**config.mk**
```make
export PLATFORM = sky130hd
export DESIGN_NAME = hwc_halt_wake
export DESIGN_NICKNAME = d
export VERILOG_FILES = /design/src/shared/hwc_pkg.sv /design/src/core/hwc_halt_wake.sv
export SDC_FILE = /design/constraint.sdc
export NUM_CORES = 1
export LEC_CHECK = 0
export ABC_AREA = 0
export BUFFER_PORTS_ARGS = -buffer_cell sky130_fd_sc_hd__buf_4
export CAP_MARGIN = 20
export CELL_PAD_IN_SITES_DETAIL_PLACEMENT = 1
export CELL_PAD_IN_SITES_GLOBAL_PLACEMENT = 1
export CORE_MARGIN = 4
export CORE_UTILIZATION = 38
export DETAILED_ROUTE_END_ITERATION = 7
export PLACE_DENSITY_LB_ADDON = 0.1
export SYNTH_ARGS = -nofsm -noshare
export SYNTH_HDL_FRONTEND = slang
export SYNTH_SLANG_ARGS = --single-unit
```
**constraint.sdc**
```tcl
create_clock -name core_clk -period 2.2 [get_ports core_clk]
set_input_delay 0.11 -clock core_clk [delete_from_list [all_inputs] [get_ports core_clk]]
set_output_delay 0.11 -clock core_clk [all_outputs]
set_load 0.02 [all_outputs]
```
**src/shared/hwc_pkg.sv**
```systemverilog
// Purpose: Shared constants and types of the halt and wake controller.
// Assumes: One 10 MHz core clock; registers on an 8-bit plain port.
// Notes: Offsets are byte addresses on the plain register port.
package hwc_pkg;

  // Register offsets.
  localparam logic [7:0] ADDR_WAKE_CSR = 8'h48;
  localparam logic [7:0] ADDR_WAKE_PR = 8'h49;
  localparam logic [7:0] ADDR_HALT_STATUS = 8'h4a;

  // Field positions in the wake control/status register.
  localparam int CSR_ENABLE_BIT = 0;
  localparam int CSR_MEASURE_BIT = 1;
  localparam int CSR_FLAG_BIT = 2;

  // Prescaler value after reset, and the value a write may not set.
  localparam logic [7:0] PR_RESET = 8'hff;
  localparam logic [7:0] PR_FORBIDDEN = 8'h00;

  // The opcode that requests a halt.
  localparam logic [7:0] HALT_OPCODE = 8'h8e;

  // Oscillator stabilisation, in CPU cycles, and the last count value.
  localparam int STAB_CYCLES = 256;
  localparam logic [7:0] STAB_LAST = 8'(STAB_CYCLES - 1);

  // Fixed divider ahead of the wake prescaler, in RC periods.
  localparam logic [13:0] AWU_FIXED_DIV = 14'h0040;

  // Operating modes of the controller.
  typedef enum logic [2:0] {
    ST_RST_STAB = 3'b000,
    ST_RUN = 3'b001,
    ST_ACTIVE = 3'b010,
    ST_FULL = 3'b011,
    ST_AWU = 3'b100,
    ST_IRQ_STAB = 3'b101
  } hwc_mode_t;

  // Timer settings that choose the halt flavour.
  typedef struct packed {
    logic timebase_irq_enable;
    logic overflow_irq_enable;
    logic counter_clock_sel_hi;
    logic counter_clock_sel_lo;
  } hwc_timer_cfg_t;

  // Interrupt requests that may end a halt.
  typedef struct packed {
    logic lite_rtc;
    logic reload_timer;
    logic halt_exit;
  } hwc_wake_irq_t;

  // Clock and oscillator gates.
  typedef struct packed {
    logic cpu;
    logic main_osc;
    logic periph;
    logic timer;
    logic awu_rc;
  } hwc_clk_gate_t;

  // One-cycle events towards the CPU core.
  typedef struct packed {
    logic irq_mask_clear;
    logic resume_irq;
    logic fetch_reset_vector;
    logic watchdog_reset_req;
  } hwc_cpu_evt_t;

  // Complete state of the controller.
  typedef struct packed {
    hwc_mode_t mode;
    logic [7:0] stab_cnt;
    logic [13:0] awu_cnt;
    logic [7:0] wake_prescaler;
    logic auto_wake_enable;
    logic auto_wake_measure;
    logic auto_wake_flag;
    logic [7:0] rdata;
    logic [1:0] rc_sync;
    logic rc_prev;
    hwc_cpu_evt_t evt;
  } hwc_state_t;

endpackage
```
**src/core/hwc_halt_wake.sv**
```systemverilog
// Purpose: Halt flavour choice, clock gating and wake sequencing.
// Assumes: The auto-wake RC clock is slow beside core_clk.
// Notes: The RC clock is sampled as a plain input, not used as a clock.
//
// The plain strobed port and the register addresses were decided locally.
`timescale 1ns/1ps

module hwc_halt_wake
  import hwc_pkg::*;
(
  // Clock and reset.
  input wire logic core_clk,
  input wire logic rst_n,
  // Instruction decode from the CPU core.
  input wire logic opcode_valid,
  input wire logic [7:0] opcode,
  // Timer settings and wake requests.
  input wire hwc_timer_cfg_t timer_cfg,
  input wire hwc_wake_irq_t wake_irq,
  // Watchdog state and its option bit.
  input wire logic watchdog_active,
  input wire logic watchdog_halt_option,
  // Auto-wake RC oscillator output.
  input wire logic awu_rc_clk,
  // Register port.
  input wire logic [7:0] reg_addr,
  input wire logic [7:0] reg_wdata,
  input wire logic reg_wr,
  input wire logic reg_rd,
  output logic [7:0] reg_rdata,
  // Clock gates, CPU events and wake interrupt.
  output hwc_clk_gate_t clk_gate,
  output hwc_cpu_evt_t cpu_evt,
  output logic awu_capture_route,
  output logic awu_irq,
  output hwc_mode_t mode
);

  ////////////////////////////////////////////////////////////////////////////
  // Helpers.

  // True in any of the three halt modes.
  function automatic logic is_halted(input hwc_mode_t m);
    is_halted = (m == ST_ACTIVE) || (m == ST_FULL) || (m == ST_AWU);
  endfunction

  // Register state and its next value.
  hwc_state_t st;
  hwc_state_t next_st;

  // Decoded conditions shared by the next-state logic and the checks.
  logic halt_fetch;
  logic active_sel;
  logic wdg_reset_cond;
  logic rc_rise;
  logic [13:0] awu_target;
  logic awu_expire;
  logic csr_read;

  ////////////////////////////////////////////////////////////////////////////
  // Decoding.

  assign halt_fetch = opcode_valid && (opcode == HALT_OPCODE);

  assign active_sel = timer_cfg.timebase_irq_enable ||
                      (timer_cfg.overflow_irq_enable &&
                       !timer_cfg.counter_clock_sel_hi &&
                       timer_cfg.counter_clock_sel_lo);

  // Timer-kept halt exempt.
  // Only the oscillator-stopping flavours can starve the watchdog, so they
  // alone turn into a reset when the option bit is clear.
  assign wdg_reset_cond = watchdog_active && !watchdog_halt_option &&
                          (st.auto_wake_enable || !active_sel);

  // Edge seen only past the second stage.
  assign rc_rise = st.rc_sync[1] && !st.rc_prev;

  assign awu_target = 14'(st.wake_prescaler) * AWU_FIXED_DIV;
  assign awu_expire = (st.mode == ST_AWU) && rc_rise &&
                      ((st.awu_cnt + 14'h0001) == awu_target);

  assign csr_read = reg_rd && (reg_addr == ADDR_WAKE_CSR);

  ////////////////////////////////////////////////////////////////////////////
  // Next state.

  // All behaviour lives here; the flop process below only stores it.
  always_comb begin
    next_st = st;
    next_st.evt = '0;
    // The first sync stage feeds only the second.
    next_st.rc_sync = {st.rc_sync[0], awu_rc_clk};
    next_st.rc_prev = st.rc_sync[1];

    // Register writes.
    if (reg_wr && (reg_addr == ADDR_WAKE_CSR)) begin
      next_st.auto_wake_enable = reg_wdata[CSR_ENABLE_BIT];
      next_st.auto_wake_measure = reg_wdata[CSR_MEASURE_BIT];
    end
    if (reg_wr && (reg_addr == ADDR_WAKE_PR) && (reg_wdata != PR_FORBIDDEN)) begin
      next_st.wake_prescaler = reg_wdata;
    end

    // Read data stand in the following cycle only; unmapped reads give 0.
    next_st.rdata = 8'h00;
    if (reg_rd) begin
      unique case (reg_addr)
        ADDR_WAKE_CSR: begin
          next_st.rdata[CSR_ENABLE_BIT] = st.auto_wake_enable;
          next_st.rdata[CSR_MEASURE_BIT] = st.auto_wake_measure;
          next_st.rdata[CSR_FLAG_BIT] = st.auto_wake_flag;
        end
        ADDR_WAKE_PR: next_st.rdata = st.wake_prescaler;
        ADDR_HALT_STATUS: next_st.rdata = {5'h00, st.mode};
        default: next_st.rdata = 8'h00;
      endcase
    end

    // Read clears flag.
    // Set wins over clear: an expiry in the read cycle stays visible.
    if (csr_read) begin
      next_st.auto_wake_flag = 1'b0;
    end

    unique case (st.mode)
      // Stabilisation after reset, then the reset vector.
      ST_RST_STAB: begin
        next_st.stab_cnt = st.stab_cnt + 8'h01;
        if (st.stab_cnt == STAB_LAST) begin
          next_st.mode = ST_RUN;
          next_st.evt.fetch_reset_vector = 1'b1;
        end
      end
      // Normal execution.
      ST_RUN: begin
        if (halt_fetch) begin
          if (wdg_reset_cond) begin
            next_st.evt.watchdog_reset_req = 1'b1;
          end else begin
            next_st.evt.irq_mask_clear = 1'b1;
            next_st.awu_cnt = 14'h0000;
            if (st.auto_wake_enable) begin
              next_st.mode = ST_AWU;
            end else if (active_sel) begin
              next_st.mode = ST_ACTIVE;
            end else begin
              next_st.mode = ST_FULL;
            end
          end
        end
      end
      // Oscillator kept running; a lite_rtc or reload_timer request resumes at once.
      ST_ACTIVE: begin
        if (wake_irq.lite_rtc || wake_irq.reload_timer) begin
          next_st.mode = ST_RUN;
          next_st.evt.resume_irq = 1'b1;
        end
      end
      // Oscillator stopped; only capable interrupts wake.
      ST_FULL: begin
        if (wake_irq.halt_exit) begin
          next_st.mode = ST_IRQ_STAB;
          next_st.stab_cnt = 8'h00;
        end
      end
      // Oscillator stopped; the RC delay or a capable interrupt wakes.
      ST_AWU: begin
        if (rc_rise) begin
          next_st.awu_cnt = st.awu_cnt + 14'h0001;
        end
        if (awu_expire) begin
          next_st.auto_wake_flag = 1'b1;
        end
        if (awu_expire || wake_irq.halt_exit) begin
          next_st.mode = ST_IRQ_STAB;
          next_st.stab_cnt = 8'h00;
        end
      end
      // Stabilisation before servicing the waking interrupt.
      ST_IRQ_STAB: begin
        next_st.stab_cnt = st.stab_cnt + 8'h01;
        if (st.stab_cnt == STAB_LAST) begin
          next_st.mode = ST_RUN;
          next_st.evt.resume_irq = 1'b1;
        end
      end
      // Illegal codes recover through the reset stabilisation and vector fetch, keeping the registers.
      default: begin
        next_st.mode = ST_RST_STAB;
        next_st.stab_cnt = 8'h00;
      end
    endcase
  end

  ////////////////////////////////////////////////////////////////////////////
  // State register.

  // Reset loads constants only; a reset leaves by way of stabilisation.
  always_ff @(posedge core_clk or negedge rst_n) begin
    if (!rst_n) begin
      st <= '{mode: ST_RST_STAB, stab_cnt: 8'h00, awu_cnt: 14'h0000,
              wake_prescaler: PR_RESET, auto_wake_enable: 1'b0,
              auto_wake_measure: 1'b0, auto_wake_flag: 1'b0, rdata: 8'h00,
              rc_sync: 2'b00, rc_prev: 1'b0, evt: '0};
    end else begin
      st <= next_st;
    end
  end

  ////////////////////////////////////////////////////////////////////////////
  // Outputs.

  assign reg_rdata = st.rdata;
  assign cpu_evt = st.evt;
  assign mode = st.mode;
  assign awu_irq = st.auto_wake_flag;
  assign awu_capture_route = st.auto_wake_measure && (st.mode == ST_RUN);

  // Gates are decoded from the stored mode, so they never glitch on inputs.
  // Clock gates per mode.
  assign clk_gate.cpu = (st.mode == ST_RUN);
  assign clk_gate.periph = (st.mode == ST_RUN);
  assign clk_gate.timer = (st.mode == ST_RUN) || (st.mode == ST_ACTIVE);
  assign clk_gate.main_osc = !((st.mode == ST_FULL) || (st.mode == ST_AWU));
  assign clk_gate.awu_rc = (st.mode == ST_AWU) || awu_capture_route;
endmodule // hwc_halt_wake

```
Yosys cells after proc, flatten, opt, wreduce, memory -nomap -nowiden. Index checks and enable logic that the tools add are counted.

Logic and storage cells: 98. Output and inout port bits: 22. Bits in registers: 51. Input bits: 39.

Bitwise gates (word level): 1. $add $sub $neg: 2. Muxes and demuxes: 30. Eq/ne operators: 18. Reduce and logical (&&, ||, !) cells: 33.

Operator list (count): $mux 14 (3); $pmux 8 s4 (1); $pmux 14 s2 (1); $eq 8x7->1 const B (3); $mux 11 (2); $eq 8x8->1 const B (2); $mux 3 (5); $pmux 3 s5 (1); $add 14x1->14 const B (1); $eq 14x14->1 (1); $logic_and 1x1->1 (13); $mux 1 (13); $pmux 3 s3 (1); $add 8x1->8 const B (1); $mux 8 (1); $ne 2x2->1 const B (4); $reduce_bool 8->1 (1); $logic_or 1x1->1 (7); $eq 3x2->1 const B (2); $eq 3x3->1 const B (2); $ne 2x1->1 const B (3); $reduce_and 6->1 (1); $logic_not 1->1 (5); $mux 5 (1); 8 further kinds (9).

Longest topological paths before layout.
Depth after elaboration: 10. Depth in mapped cells: 8. Depth with buffers taken out: 7.

Worst setup path before layout. No wires, ideal clock.

Kind: reg2reg. From: reg st[26] (netlist bit). To: reg st[41] (netlist bit). Buffers on the path: 1. Data required time: 2078 ps. Slack: -73 ps. Clock period less this slack: 2273 ps. Setup time: 122 ps. Cell stages (with the launch flop): 8. Arrival time: 2151 ps. Cells stage by stage: dfrtp_1 -> ha_1 -> clkbuf_1 -> nor4b_1 -> a221oi_1 -> a211oi_1 -> o2111ai_4 -> a32o_1.

Longest elaborated chain between the ends: 6.

Ends and longest elaborated chain: start: declaration (RTL line hwc_halt_wake.sv:48) `hwc_state_t st;`; start signal: assignment (RTL line hwc_halt_wake.sv:202) `st <= '{mode: ST_RST_STAB, stab_cnt: 8'h00, awu_cnt: 14'h0000,`; start signal: assignment (RTL line hwc_halt_wake.sv:207) `st <= next_st;`; $add 14x1->14 (RTL line hwc_halt_wake.sv:81) `((st.awu_cnt + 14'h0001) == awu_target);`; $eq 14x14->1 (RTL line hwc_halt_wake.sv:81); $logic_and 1x1->1 (RTL line hwc_halt_wake.sv:80) `assign awu_expire = (st.mode == ST_AWU) && rc_rise &&`; $logic_or 1x1->1 (RTL line hwc_halt_wake.sv:175) `if (awu_expire || wake_irq.halt_exit) begin`; $ne 2x1->1 (no source line); $reduce_and 3->1 (no source line).

Every way passes these cells. A chain may end at the register's enable or synchronous reset.

Final worst setup path.
From: reg st[27] (netlist bit). To: reg st[41] (netlist bit).

The elaborated chain is that of the path after synthesis.

==> impl_metrics.toml <==
[run_status]
status = "finished with violations"
violations = "setup timing"

[cts]
cts_tree = "done"
clk_latency_ns = 0.31
numCtsBuffers = 5
cts-root-buf = "clkbuf_8"
h-tree-depth = 2
clk_path_buf_depth = 2
clk_pin_slew_worst_paths_ns = 0.10
clock_sinks = 51

[timing]
tightest_slew_ns = 0.732
finalSetupViolCount = 1
worst_slew_margin_rel = 0.507
final.setup.worst_slack_ns = -0.0351
period_minus_slack_ns = 2.24
fmax_ghz = 0.447
min_period_over_period = 1.02
finalHoldViolations = 0
slew_viol_final = 0
rsz0062_at_grt = "true"
finalSetupTns_ns = -0.0351
fin_worst_skew_ns = 0.00519
hold_ws_ns = 0.0483

[logic_synthesis]
synth-simple-area-share = 0.247
async_reset_ff_frac = 1.00
synth_compound_gate_area_share = 0.166
synth-xor-area-share = 0.0480
synthMuxAreaShare = 0.0492
syn_inst = 327
ys_warn_count = 0
ys_ff_latch = 51
synth_nets = 369
synth_top_family_by_area = "simple AND/OR/NAND/NOR gates"
synth_area_leader_cell = "dfrtp_1"
synth_area_leaders = "dfrtp_1 35%, dfstp_2 6.8%, o21ai_0 4.8%"
synthTopCellsByCount = "43 x dfrtp_1, 30 x nor2_1, 30 x o21ai_0"
syn_avg_cell_area_um2 = 9.49
synth-adder-area-share = 0.0121
yosysMostFrequentCell = "dfrtp_1"
synthFlopType = "dfrtp_1"
seq_area_frac_synth = 0.414
syn-cell-area_mm2 = 0.00310
synth_top_area_share = 0.347
synth_edf_count = 0
ys_types = 60

[routing]
wirelength_mm = 9.29
drt_pre_antenna_iters = 4
drcViolationCount = 0
avgViaCountPerCell = 5.39
ant_nets = 0
wl_per_cell_um = 18.1
drt_iter0_drc = 85
num_vias = 2768

[layout]
final_cells = 514
finalCoreUtilization = 0.525
n_antenna_cell = 0
layout-drive-gt1-share = 0.400
syn_to_final_growth_pct = 32.7
layout.nets = 453
fill_cells = 926

[hold_path]
hold_path_depth = 2
min_to = "st[23]"
hold_path.class = "input port to flip-flop"
hold_start = "reg_wdata[5]"

[grt]
grt_usage = 0.190
grt_pass1_vias = 2939
grt_overflow_total = 0
grt_pass1_wl_mm = 14.9
antenna_found_initial = 0
grt_start_max_net_pins = 52

[critical_path]
critPathMaxStageDelay_ns = 0.48
crit_fanout = 6
critPathKind = "flip-flop to flip-flop"
slowest_stage = "dfrtp_2"
cp_cell_sequence = "ha_4 -> nand2b_4 -> nor4_2 -> nor3_2 -> nor4b_4 -> o2111ai_4 -> a32o_1"
cp_top_family = "simple AND/OR/NAND/NOR gates"
r2r-end = "st[41]"
cp.required_ns = 2.40
critPathBufInv = 0
r2r-start = "st[27]"
worstPathArrival_ns = 2.44
ff2ff_path_depth = 7
crit_path_end_kind = "flip-flop"
r2r_slack_ns = -0.04
startpoint_type = "flip-flop"

[pwr]
vdd_drop_max_v = 0.000274
leakagePower_nw = 1.82
power_mw = 1.77
powerDensity_mw_per_mm2 = 430

[placed_design]
place.gp.congestion = 0.796
dp_cells = 493
port_buffers = 60
dpl.hpwl_mm = 6.83

[floorplanning]
rows = 32
start_util = 0.396
design.core.area_mm2 = 0.00785
die_area_mm2 = 0.00968
ios = 61
fp.dieH_um = 98.4
die_w_um = 98.4

[run]
maxCapViolCount = 0
## power breakdown
part / internal (mW) / switching [mW]
clock network: 0.339 / 0.326
logic: 0.0742 / 0.0615
registers: 0.956 / 0.0167
total: 1.37 / 0.404
## routing by layer
layer / GRT usage / vias up / part of all wire
met1: 0.239 / 1384 / 0.44
li1: - / 1340 / -
met4: 0.0399 / 0 / 0.011
met2: 0.344 / 36 / 0.53
met3: 0.0286 / 8 / 0.025
met5: 0 / - / 0
## kinds of logic (layout without fill, tap and decap cells)
kind of cell | Yosys count | in the layout
adder cells (fa/ha/maj) | 3 | 3
XOR/XNOR | 17 | 17
AO/OA/AOI/OAI | 75 | 76
AND/OR/NAND/NOR | 133 | 133
multiplexers | 14 | 14
flip-flops | 51 | 51
buffers and inverters | 34 | 118
## repair_timing
action,CTS,global route
endpoints found under the setup margin,11,15
resized for setup,7,23
gates cloned,1,0
pin swaps,7,17
hold buffers,2,0
setup buffers,5,6
endpoints found under the hold margin,44,0
## layout make-up
type                    count  area [um2]  area share
multi-input cells         243        1760       0.427
flip-flops and latches     51        1290       0.314
repair buffers            106         812       0.197
well taps                 102         128      0.0310
clock buffers               5        68.8      0.0167
clock inverters             3        43.8      0.0106
inverters                   4        15.0     0.00364
## sequential cells by signal, indices dropped and copies added, names as in the netlist
register / cells
mode: 3
reg_rdata: 8
st: 33
awu_irq: 1
cpu_evt: 4
next_st: 2
## worst max path at each step
stage / to / depth (start not counted) / slack (ns) / start
floorplan: st[41] / 8 / 0.01 / st[26]
global placement: st[41] / 7 / 0.04 / st[27]
detailed placement: st[41] / 7 / -0.10 / st[27]
CTS: st[42] / 6 / -0.02 / mode[1]
global route: st[41] / 7 / -0.11 / st[27]
finish: st[41] / 7 / -0.04 / st[27]
## layout by cell type, fill, tap and decap left out, types with 9 or more instances in the layout
cell,count
mux2_2,10
nand2_1,25
a21oi_1,9
nand3_1,9
buf_4,101
dfrtp_1,36
xnor2_1,11
o21ai_0,30
nor2_1,29
## through the flow
step / area (um2) / setup WS [ns]
floorplan: 3110 / 0.0135
global placement: 3760 / 0.0353
detailed placement: 3760 / -0.102
CTS: 3980 / -0.0164
global route: 4120 / -0.106
finish: 4120 / -0.0351
No activity file was read; power rests on OpenSTA's default activity.
